--- src/rtl/accr_pkg.sv ---
// package for the per-channel configuration register slice
// assumes a byte-wide register port on page 0 driven by the control-port decoder
package accr_pkg;
    // register page and byte addresses
    localparam logic [7:0] ACCR_PAGE = 8'h00;
    localparam logic [7:0] ACCR_OFS_CH1_GAIN_TRIM = 8'h3f;
    localparam logic [7:0] ACCR_OFS_CH1_PHASE_TRIM = 8'h40;
    localparam logic [7:0] ACCR_OFS_CH2_INPUT_SETUP = 8'h41;
    localparam logic [7:0] ACCR_OFS_CH2_ANALOG_GAIN_CODE_SETTING = 8'h42;
    // reset values
    localparam logic [3:0] ACCR_RST_GAIN_TRIM = 4'h8;
    localparam logic [7:0] ACCR_RST_PHASE_TRIM = 8'h00;
    localparam logic [7:0] ACCR_RST_INPUT_SETUP = 8'h00;
    localparam logic [5:0] ACCR_RST_ANALOG_GAIN = 6'h00;
    // field positions
    localparam int ACCR_POS_GAIN_TRIM = 4;
    localparam int ACCR_POS_KIND = 7;
    localparam int ACCR_POS_SOURCE = 5;
    localparam int ACCR_POS_COUPLING = 4;
    localparam int ACCR_POS_IMPEDANCE = 2;
    localparam int ACCR_POS_BOOST = 0;
    localparam int ACCR_POS_ANALOG_GAIN = 2;
    // field codes
    localparam logic [1:0] ACCR_SRC_DIFF = 2'h0;
    localparam logic [1:0] ACCR_SRC_SINGLE = 2'h1;
    localparam logic [1:0] ACCR_SRC_PDM = 2'h2;
    localparam logic [1:0] ACCR_SRC_RSVD = 2'h3;
    localparam logic [1:0] ACCR_IMP_RSVD = 2'h3;
    localparam logic [5:0] ACCR_GAIN_MAX = 6'h2a;
    // gain trim: code 0 is -8 tenths of a dB, one tenth per step
    localparam int ACCR_TRIM_BASE_TENTHS = -8;
endpackage : accr_pkg

--- src/rtl/accr_regs.sv ---
// per-channel configuration registers: ch1 gain/phase trim, ch2 input setup and gain
// assumes the control-port decoder gives one-cycle byte write/read strobes on mclk
// assumes the modulator tick and sample come from logic already on mclk
// assumes the shared level-control selector is a register bit on mclk
// design notes
// - every stored setting comes straight from a flop, derived ones decode flops and the selector, so downstream logic never sees a half-written byte.
// - a read answers one cycle after its strobe, with reg_hit beside it, and both drop back the cycle after.
// - a read and a write of one register in the same cycle return the value from before the write.
// - unmapped addresses and foreign pages are ignored on write and read back as zero with no hit.
// - reserved field codes are dropped one field at a time; the rest of the byte still lands.
// - the gain register refuses codes above the top step instead of clamping them.
// - reserved bits are never stored, so they cannot leak back on a read.
// - the gain trim output in tenths is derived from the code; only the code is stored.
// - the phase delay line is 256 flops wide; only the first 255 positions are tapped.
// - a zero phase trim still registers the live input once per tick, so output timing stays on the tick.
// - the delay line keeps its contents across trim changes, so a new trim uses history at once.
// - the first ticks after reset read zeros out of the delay line until it has filled.
// - the delay line shifts only on mod_tick; between ticks the output holds.
// - coupling is stored as written but only reported as dc for the analog sources.
// - the level-control enable is stored here; which of the two it drives comes from the shared selector.
// - the impedance and kind settings are stored for the front end and not interpreted here.
// - synchronous reset takes priority over any access presented in the same cycle.
// - general-purpose pin setup around a source change is left to the host and not checked here.
// - every register, including the 256-bit delay line, runs on every rising mclk edge; the tick only gates data.
// - the read mux is a plain priority chain; the selects are one-hot by construction.
// - the address decode is shared between the read path and the write strobes.
`timescale 1ns/1ps
module accr_regs #(
    parameter int PHASE_W = 8
) (
    // clock and reset
    input wire logic mclk,
    input wire logic srst,
    // register port from the control-port decoder
    input wire logic [7:0] reg_page,
    input wire logic [7:0] reg_addr,
    input wire logic reg_wr,
    input wire logic [7:0] reg_wdata,
    input wire logic reg_rd,
    output logic [7:0] reg_rdata,
    output logic reg_hit,
    // shared level-control selector, bit 3 of the shared config register
    input wire logic shared_level_select,
    // modulator-rate sample path of channel 1
    input wire logic mod_tick,
    input wire logic ch1_sample_in,
    output logic ch1_sample_out,
    // decoded settings
    output logic [3:0] ch1_gain_trim_code,
    output logic signed [7:0] ch1_gain_trim_tenths,
    output logic [7:0] ch1_phase_delay_code,
    output logic ch2_input_kind,
    output logic [1:0] ch2_source_select,
    output logic ch2_coupling_select,
    output logic ch2_is_analog,
    output logic ch2_coupling_select_coupled,
    output logic [1:0] ch2_impedance_select,
    output logic ch2_range_boost_enable,
    output logic ch2_range_enhancer_on,
    output logic ch2_auto_level_on,
    output logic [5:0] ch2_analog_gain_code
);
    // elaboration check: the delay line and read path are built for an 8-bit phase trim
    if (PHASE_W != 8) begin : g_bad_phase_w
        $error("accr_regs: phase trim width must be 8");
    end

    // all state in one struct
    typedef struct packed {
        // channel 1 trims
        logic [3:0] gain_trim;
        logic [7:0] phase;
        // channel 2 input setup
        logic kind;
        logic [1:0] source;
        logic coupling;
        logic [1:0] imped;
        logic boost;
        // channel 2 analog gain
        logic [5:0] again;
        // read answer
        logic [7:0] rdata;
        logic hit;
        // channel 1 phase delay line and its output flop
        logic [255:0] dline;
        logic sample;
    } accr_state_t;

    accr_state_t st_q;
    accr_state_t st_d;

    // state after reset: trim code 8, everything else zero
    function automatic accr_state_t accr_reset_state();
        accr_state_t rs;
        rs = '0;
        rs.gain_trim = accr_pkg::ACCR_RST_GAIN_TRIM;
        rs.phase = accr_pkg::ACCR_RST_PHASE_TRIM;
        rs.kind = accr_pkg::ACCR_RST_INPUT_SETUP[accr_pkg::ACCR_POS_KIND];
        rs.source = accr_pkg::ACCR_RST_INPUT_SETUP[accr_pkg::ACCR_POS_SOURCE +: 2];
        rs.coupling = accr_pkg::ACCR_RST_INPUT_SETUP[accr_pkg::ACCR_POS_COUPLING];
        rs.imped = accr_pkg::ACCR_RST_INPUT_SETUP[accr_pkg::ACCR_POS_IMPEDANCE +: 2];
        rs.boost = accr_pkg::ACCR_RST_INPUT_SETUP[accr_pkg::ACCR_POS_BOOST];
        rs.again = accr_pkg::ACCR_RST_ANALOG_GAIN;
        accr_reset_state = rs;
    endfunction : accr_reset_state

    // trim code to signed tenths of a dB: code 0 is the bottom step, one tenth per code
    function automatic logic signed [7:0] accr_trim_tenths(input logic [3:0] code);
        accr_trim_tenths = 8'(accr_pkg::ACCR_TRIM_BASE_TENTHS + int'(code));
    endfunction : accr_trim_tenths

    // decode a page-0 address match
    function automatic logic accr_match(input logic [7:0] pg, input logic [7:0] ad, input logic [7:0] ofs);
        accr_match = (pg == accr_pkg::ACCR_PAGE) && (ad == ofs);
    endfunction : accr_match

    // pull a two-bit field out of a written byte
    function automatic logic [1:0] accr_field2(input logic [7:0] data, input int pos);
        accr_field2 = data[pos +: 2];
    endfunction : accr_field2

    // keep the old two-bit code when the written one is reserved
    function automatic logic [1:0] accr_keep_code(input logic [1:0] old_code, input logic [1:0] new_code,
            input logic [1:0] rsvd_code);
        if (new_code == rsvd_code) begin
            accr_keep_code = old_code;
        end else begin
            accr_keep_code = new_code;
        end
    endfunction : accr_keep_code

    // true for the two analog source codes
    function automatic logic accr_is_analog(input logic [1:0] src);
        accr_is_analog = (src == accr_pkg::ACCR_SRC_DIFF) || (src == accr_pkg::ACCR_SRC_SINGLE);
    endfunction : accr_is_analog

    // register selects
    logic sel_trim;
    logic sel_phase;
    logic sel_input;
    logic sel_gain;
    logic sel_any;
    // write strobes
    logic wr_trim;
    logic wr_phase;
    logic wr_input;
    logic wr_gain;
    // written fields
    logic [3:0] wd_trim;
    logic wd_kind;
    logic [1:0] wd_source;
    logic wd_coupling;
    logic [1:0] wd_imped;
    logic wd_boost;
    logic [5:0] wd_gain;
    logic wd_gain_ok;
    // per-register read bytes, read mux, delay line shift and tap
    logic [7:0] rd_trim;
    logic [7:0] rd_phase;
    logic [7:0] rd_input;
    logic [7:0] rd_gain;
    logic [7:0] rd_mux;
    logic [255:0] dline_next;
    logic tap_bit;

    // address decode
    assign sel_trim = accr_match(reg_page, reg_addr, accr_pkg::ACCR_OFS_CH1_GAIN_TRIM);
    assign sel_phase = accr_match(reg_page, reg_addr, accr_pkg::ACCR_OFS_CH1_PHASE_TRIM);
    assign sel_input = accr_match(reg_page, reg_addr, accr_pkg::ACCR_OFS_CH2_INPUT_SETUP);
    assign sel_gain = accr_match(reg_page, reg_addr, accr_pkg::ACCR_OFS_CH2_ANALOG_GAIN_CODE_SETTING);
    assign sel_any = sel_trim || sel_phase || sel_input || sel_gain;

    // a write only lands on a mapped register of page 0
    assign wr_trim = reg_wr && sel_trim;
    assign wr_phase = reg_wr && sel_phase;
    assign wr_input = reg_wr && sel_input;
    assign wr_gain = reg_wr && sel_gain;

    // fields of the written byte
    assign wd_trim = reg_wdata[accr_pkg::ACCR_POS_GAIN_TRIM +: 4];
    assign wd_kind = reg_wdata[accr_pkg::ACCR_POS_KIND];
    assign wd_source = accr_field2(reg_wdata, accr_pkg::ACCR_POS_SOURCE);
    assign wd_coupling = reg_wdata[accr_pkg::ACCR_POS_COUPLING];
    assign wd_imped = accr_field2(reg_wdata, accr_pkg::ACCR_POS_IMPEDANCE);
    assign wd_boost = reg_wdata[accr_pkg::ACCR_POS_BOOST];
    assign wd_gain = reg_wdata[accr_pkg::ACCR_POS_ANALOG_GAIN +: 6];
    assign wd_gain_ok = wd_gain <= accr_pkg::ACCR_GAIN_MAX;

    // per-register read bytes, reserved bits zero
    assign rd_trim = {st_q.gain_trim, 4'h0};
    assign rd_phase = st_q.phase;
    assign rd_input = {st_q.kind, st_q.source, st_q.coupling, st_q.imped, 1'b0, st_q.boost};
    assign rd_gain = {st_q.again, 2'h0};

    // read mux over the selected register
    always_comb begin
        rd_mux = 8'h00;
        if (sel_trim) begin
            rd_mux = rd_trim;
        end else if (sel_phase) begin
            rd_mux = rd_phase;
        end else if (sel_input) begin
            rd_mux = rd_input;
        end else if (sel_gain) begin
            rd_mux = rd_gain;
        end
    end

    // delay line shift: newest sample enters at position 0
    assign dline_next = {st_q.dline[254:0], ch1_sample_in};

    // delay line tap: zero takes the live input, n takes the bit shifted in n ticks back
    always_comb begin
        tap_bit = ch1_sample_in;
        if (st_q.phase != 8'h00) begin
            tap_bit = st_q.dline[st_q.phase - 8'h01];
        end
    end

    // next state
    always_comb begin
        st_d = st_q;
        // read answer for one cycle, zero and no hit off the map
        st_d.hit = reg_rd && sel_any;
        st_d.rdata = reg_rd ? rd_mux : 8'h00;
        // channel 1 trims
        if (wr_trim) begin
            st_d.gain_trim = wd_trim;
        end
        if (wr_phase) begin
            st_d.phase = reg_wdata;
        end
        // channel 2 input setup; a reserved code leaves only its own field alone
        if (wr_input) begin
            st_d.kind = wd_kind;
            st_d.source = accr_keep_code(st_q.source, wd_source, accr_pkg::ACCR_SRC_RSVD);
            st_d.coupling = wd_coupling;
            st_d.imped = accr_keep_code(st_q.imped, wd_imped, accr_pkg::ACCR_IMP_RSVD);
            st_d.boost = wd_boost;
        end
        // channel 2 analog gain; codes above the top step are dropped
        if (wr_gain && wd_gain_ok) begin
            st_d.again = wd_gain;
        end
        // phase delay line advances once per modulator tick
        if (mod_tick) begin
            st_d.dline = dline_next;
            st_d.sample = tap_bit;
        end
        // synchronous reset wins over any access in the same cycle
        if (srst) begin
            st_d = accr_reset_state();
        end
    end

    // state register
    always_ff @(posedge mclk) begin
        st_q <= st_d;
    end

    // read answer and delayed sample
    assign reg_rdata = st_q.rdata;
    assign reg_hit = st_q.hit;
    assign ch1_sample_out = st_q.sample;

    // channel 1 trim settings
    assign ch1_gain_trim_code = st_q.gain_trim;
    assign ch1_gain_trim_tenths = accr_trim_tenths(st_q.gain_trim);
    assign ch1_phase_delay_code = st_q.phase;

    // channel 2 input setup as stored
    assign ch2_input_kind = st_q.kind;
    assign ch2_source_select = st_q.source;
    assign ch2_coupling_select = st_q.coupling;
    assign ch2_impedance_select = st_q.imped;
    assign ch2_range_boost_enable = st_q.boost;
    assign ch2_analog_gain_code = st_q.again;

    // derived channel 2 settings: coupling only counts for analog sources
    assign ch2_is_analog = accr_is_analog(st_q.source);
    assign ch2_coupling_select_coupled = ch2_is_analog && st_q.coupling;

    // range enhancer or level control, picked by the shared selector
    assign ch2_range_enhancer_on = st_q.boost && !shared_level_select;
    assign ch2_auto_level_on = st_q.boost && shared_level_select;
endmodule : accr_regs

--- config.mk ---
export PLATFORM = sky130hd
export DESIGN_NAME = accr_regs
export DESIGN_NICKNAME = d
export VERILOG_FILES = /design/src/rtl/accr_pkg.sv /design/src/rtl/accr_regs.sv
export SDC_FILE = /design/constraint.sdc
export NUM_CORES = 1
export LEC_CHECK = 0
export ABC_CLOCK_PERIOD_IN_PS = 4100
export BUFFER_PORTS_ARGS = -buffer_cell sky130_fd_sc_hd__buf_4
export CORE_ASPECT_RATIO = 1.5
export CORE_MARGIN = 5
export CORE_UTILIZATION = 30
export CTS_CLUSTER_DIAMETER = 120
export CTS_CLUSTER_SIZE = 30
export DETAILED_ROUTE_END_ITERATION = 8
export GPL_TIMING_DRIVEN = 0
export PLACE_DENSITY = 0.43
export SYNTH_ARGS = -nofsm -noshare
export SYNTH_HDL_FRONTEND = slang
export SYNTH_SLANG_ARGS = --single-unit
--- constraint.sdc ---
create_clock -name mclk -period 4.1 [get_ports mclk]
set_input_delay 0.41 -clock mclk [delete_from_list [all_inputs] [get_ports mclk]]
set_output_delay 0.41 -clock mclk [all_outputs]
set_load 0.005 [all_outputs]
# Yosys cells after proc, flatten, opt, wreduce, memory -nomap -nowiden
# Index checks and enable logic that the tools add are counted.
dict set report classes {
  reduce_logical 25
  n_eq_ne 7
  n_lt_le_gt_ge 2
  n_mux 7
  add_sub_neg 2
  bitwise_logic 3
}
# cell count
set ops {}
lappend ops {{2-to-1 mux 8 bit} 4}
lappend ops {{equality test 8 x 7 -> 1 bit (second input constant)} 3}
lappend ops {{logical AND 1 bit} 13}
lappend ops {{< comparator 8 x 9 -> 1 bit (second input constant)} 1}
lappend ops {{binary-select mux 1 bit (select 8 bit)} 1}
lappend ops {{equality test 8 x 6 -> 1 bit (second input constant)} 1}
lappend ops {{logical NOT 8 bit} 1}
lappend ops {{nonzero test 8 bit} 1}
lappend ops {{subtractor 8 x 1 -> 8 bit (second input constant)} 1}
lappend ops {{adder 4 x 5 -> 6 bit (first input constant)} 1}
lappend ops {{less-or-equal comparator 6 bit (second input constant)} 1}
lappend ops {{equality test 2 bit (second input constant)} 2}
lappend ops {{logical OR 1 bit} 4}
lappend ops {{AND reduction 2 bit} 2}
lappend ops {{inverter 1 bit} 3}
lappend ops {{OR reduction 3 bit} 1}
lappend ops {{equality test 2 x 1 -> 1 bit (second input constant)} 1}
lappend ops {{logical NOT 2 bit} 1}
lappend ops {{2-to-1 mux 1 bit} 2}
lappend ops {{OR reduction 2 bit} 1}
lappend ops {{logical NOT 1 bit} 1}
dict set report totals {
  elab_cells 59
  output_inout_bits 47
  regBits 291
  input_bits 31
}

# Longest topological paths before layout
dict set report depth {
  ltp_word 6
  depth_mapped 14
  mapped_depth_nobuf 9
}

# Worst setup path before layout
# No wires, ideal clock.
dict set report synth_path {
  path_type {register to register}
  start {register st_q, in the netlist ch1_phase_delay_code[0]}
  end {register st_q, in the netlist ch1_sample_out}
  path_buffers 4
  setup_slack_ps 1102
  synth_period_minus_slack_ps 2998
  required_ps 3967
  setup_time_ps 133
  stages_incl_launch_ff 14
  arrival_time_ps 2865
  path_cell_list {dfxtp_1 -> buf_2 -> inv_2 -> buf_1 -> ha_1 -> buf_2 -> inv_2 -> buf_2 -> mux4_2 -> mux2i_1 -> o22ai_1 -> o2111ai_1 -> o31a_1 -> a211oi_2}
}
dict set report synth_between {
  elab_chain_len 4
  word_cells_on_any_way 5
  classes_between {add/sub (1); mux (3); reduce/logical (1)}
}
# item line_no
set synth_rtl {}
lappend synth_rtl {{start, declared} accr_regs.sv:89} ;# accr_state_t st_q;
lappend synth_rtl {{start signal, assigned} accr_regs.sv:258} ;# st_q <= st_d;
lappend synth_rtl {{subtractor 8 x 1 -> 8 bit} accr_regs.sv:216} ;# tap_bit = st_q.dline[st_q.phase - 8'h01];
lappend synth_rtl {{binary-select mux 1 bit (select 8 bit)} accr_regs.sv:216}
lappend synth_rtl {{2-to-1 mux 1 bit (not written as such)} accr_regs.sv:216}
lappend synth_rtl {{2-to-1 mux 1 bit (*)} accr_regs.sv:215} ;# if (st_q.phase != 8'h00) begin
# Mark *: on every way between the ends. The rest lies on a longest branch, timed or not. The select of a mux whose other input is x is not followed.
# A chain may end at the register's enable or synchronous reset.

# Worst setup path after layout
# Ends and elaborated chain as after synthesis.

==> results list <==
- The run finished with clean final reports.
* DRC errors left: 0
- Ranked by instance count, the synthesized netlist is headed by 301 x mux2i_1, 300 x nor2_1, 291 x dfxtp_1.
* Detail-routed via count per cell: 4.84
* Detailed route wirelength on metal3: 974 µm
- In this run the cell area measured after placement is 14400 µm².
- Worst slew margin relative to its limit: 26.3%
* Number of nets produced by synthesis: 1337
* Max FO, Critical Path: 11
- At the pin with the least slew margin, the transition time is 1.10 ns.
- The core region is 43600 µm².
* TritonCTS sink count: 291
- Final critical-path share of the clock period: 95.2%
- Clock-pin slew was measured on the worst setup and hold paths at 0.12 ns.
- Setup slack closes at 0.197 ns.
- RSZ-0062 raised after global routing: false
- Buffer type at the clock tree root: clkbuf_16
- The post-route netlist has 15.6% of its cells at a drive strength greater than 1.
* Routed length per instance: 18.7 µm
* Weighted congestion reported at the end of routability-driven placement: 0.770
- Library cell with the largest summed area after synthesis: dfxtp_1
* Worst min-delay path startpoint: reg_wdata[1]
* Cell types occupying the most area after synthesis: dfxtp_1 44%, mux2i_1 23%, nor2_1 8.6%, mux4_2 7.7%, buf_4 2.5%
- Syn. warnings: 0
- Counting flops with a built-in enable in the synthesized netlist gives 0.
- The detailed router put a total of 15000 µm of wire on met1.
* Clock period minus final worst setup slack: 3.90 ns
* Post-route antenna net violation count: 0
- The clock passes through at most 3 buffers.
- After synthesis, the share of flip-flops with an asynchronous set or reset is 0%.
- Worst R2R Start: ch1_phase_delay_code[0]
- Critical path, cell by cell: buf_2 -> inv_2 -> buf_4 -> ha_1 -> buf_2 -> buf_4 -> clkbuf_2 -> mux4_2 -> nand2_1 -> nand2_1 -> a32oi_1 -> nand4_1 -> a22oi_1 -> a211oi_2
- The worst hold path was traced through 3 stages.
- Largest net degree at the start of global routing: 31
- Dividing total power by cell area gives a power density of 313 nW/µm².
- The worst setup path is captured at a register.
- Final-stage net count: 1429
- After synthesis, the mean cell area works out to 10.1 µm².
- Once layout is done, the placed cells without fillers occupy 14800 µm².
- For the final routed database, the setup TNS stands at 0 ns.
- First-pass GRT wire length: 56900 µm
* Combined area of all synthesized cells: 13100 µm²
- Sequential fraction of the synthesis area: 44.3%
* Most frequently used cell type in the post-synthesis netlist: mux2i_1
- The tightest hold path in the finished design has a slack of 0.127 ns.
* Worst hold path class: input pin to register
* Synth Flop Type: dfxtp_1
- Die Ht: 266 µm
- Wire segments on met2 add up to 19800 µm in the final route.
- Number of H-tree levels: 1
- TritonCTS clock tree: built
* Post-Place Worst Slack: -1.10 ns
- In this run the tool buffered the top-level ports with 74 buffer cells.
- Number of vias in the routed layout: 9549
* Sum of internal, switching and leakage power: 4.64 mW
* Top layer in use: met4
* Rows: 94
- After clock tree synthesis, the flow added hold-fix buffers numbering 0.
* Initial DRC count: 517
- Leak: 6.24 nW
* Peak supply drop: 0.000303 V
* Count of endpoints failing setup in the final report: 0
- For this design the top-level I/O count stands at 78.
* Total wire length after detailed routing: 36800 µm
- Initial Utilization: 30.1%
- R2R depth: 14
- The number of slew-limit violations in the final report came to 0.
- On the critical path, the stage with the largest delay is an instance of clkbuf_2.
- Achievable clock frequency: 256 MHz
* Startpoint of the worst setup timing path: ch1_phase_delay_code[0]
- HPWL after DPL: 26600 µm
- CP Data Arrival Time: 4.29 ns
* CP startpoint kind: register
- The number of antenna violations at the first check in global routing is 1.
- Synthesis-to-layout area growth: 12.9%
* Count of TritonRoute iterations in the first routing pass: 7
- Global routing consumed, over all layers together, 14.9% of the routing resources.
- Longest individual stage delay on the worst path: 0.47 ns
* Total overflow reported by the global router: 0
* Area of the die: 48200 µm²
- Max Cap Viol: 0
* Start-to-end type of the worst setup path: register to register
* Required time at the endpoint of the critical path: 4.49 ns
- The number of hold violations in the final report is 0.
* Via count of the first global-routing pass: 9550
- Counting the buffers created by CTS gives 13.
* Fraction of post-synthesis cell area in the top cell type by area: 44.3%
- Post-route clock skew: 0.0144 ns
* Worst-Skew Late Latency: 0.52 ns
* Flop and latch count out of synthesis: 291
- Die Span X: 181 µm
- After synthesis, the netlist uses 61 different library cells.
- Synthesized netlist cell count: 1304
==> final timing paths <==
path,end,slack [ns]
worst min register to register,ch1_gain_trim_code[2],0.52
worst max-delay path,ch1_sample_out,0.20
worst max register to register,ch1_sample_out,0.20
worst min-delay path,ch1_phase_delay_code[1],0.13
==> cell type report <==
cell class	count	area, µm²
timing repair buffer	77	578
buffer	129	686
fill	4511	28800
clock inverter	2	37.5
clock buffer	13	325
antenna	1	2.50
multi-input combinational	876	6630
inverter	8	30.0
tap	576	721
sequential	291	5830
==> power by group <==
| group | total (mW) | internal, mW | switching (mW) |
|---|---|---|---|
| Clock | 1.58 | 0.648 | 0.936 |
| Combinational | 0.225 | 0.0859 | 0.139 |
| Sequential | 2.83 | 2.83 | 0.00179 |
| Total | 4.64 | 3.56 | 1.08 |
==> metal layers <==
| layer | vias to the layer above | GRT usage, % |
|---|---|---|
| met5 | - | 0 |
| met4 | 0 | 4.89 |
| met3 | 46 | 1.75 |
| met2 | 124 | 28.3 |
| met1 | 4700 | 17.4 |
| li1 | 4679 | - |
==> through the flow <==
step / utilization (%) / std cells
after floorplan: - / 1304
after global placement: 33.0 / 1954
after detailed placement: 33.0 / 1954
after CTS: 33.9 / 1969
after global routing: 34.0 / 1973
final: 34.0 / 1973
==> cells in the final DEF (no fill, tap or decap), drive strengths merged, types with 5 or more instances in the layout <==
master and instances:
nand2 66, dfxtp 291, mux4 45, clkbuf 68, o21ai 8, o2111ai 5
a21oi 10, nand3 21, nand3b 9, inv 8, mux2 9, buf 151
nor2 301, nor4 5, nor2b 6, a32oi 8, mux2i 301, a22oi 7
nand4 5, nor3 8
==> cell families after synthesis <==
| family | after synthesis | share of synthesized area, % |
|---|---|---|
| and+or+nand+nor | 447 | 14.5 |
| muxes | 355 | 31.4 |
| DFF | 291 | 44.3 |
| buffers and inverters | 137 | 5.40 |
| AOI/OAI and AO/OA | 67 | 3.80 |
| xor gates and xnor gates | 5 | 0.390 |
| adders and majority gates | 2 | 0.190 |
==> critical path, delay by kind of cell, from the launching register on <==
family / cells / cell delay, ns
compound gates: 3 / 0.73
simple gates: 3 / 0.32
fa+ha+maj: 1 / 0.30
mux: 1 / 0.40
flops: 1 / 0.34
buf+inv: 6 / 1.66
==> state kept, by name (all words and copies together), names as in the netlist <==
| signal | cells |
|---|---|
| dline_next | 255 |
| ch1_phase_delay_code | 8 |
| reg_rdata | 8 |
| ch2_analog_gain_code | 6 |
| ch1_gain_trim_code | 4 |
| ch2_impedance_select | 2 |
| ch2_source_select | 2 |
| ch1_sample_out | 1 |
| ch2_coupling_select | 1 |
| ch2_input_kind | 1 |
| ch2_range_boost_enable | 1 |
| reg_hit | 1 |
| st_q | 1 |
==> what timing repair did <==
action / 4_1_cts / 5_1_grt
endpoints found under the setup margin: 1 / 1
gates resized for setup: 11 / 1
endpoints found under the hold margin: 0 / 0
pin swaps: 0 / 0
buffers inserted: 0 / 3
(Power assumes the default switching activity.)
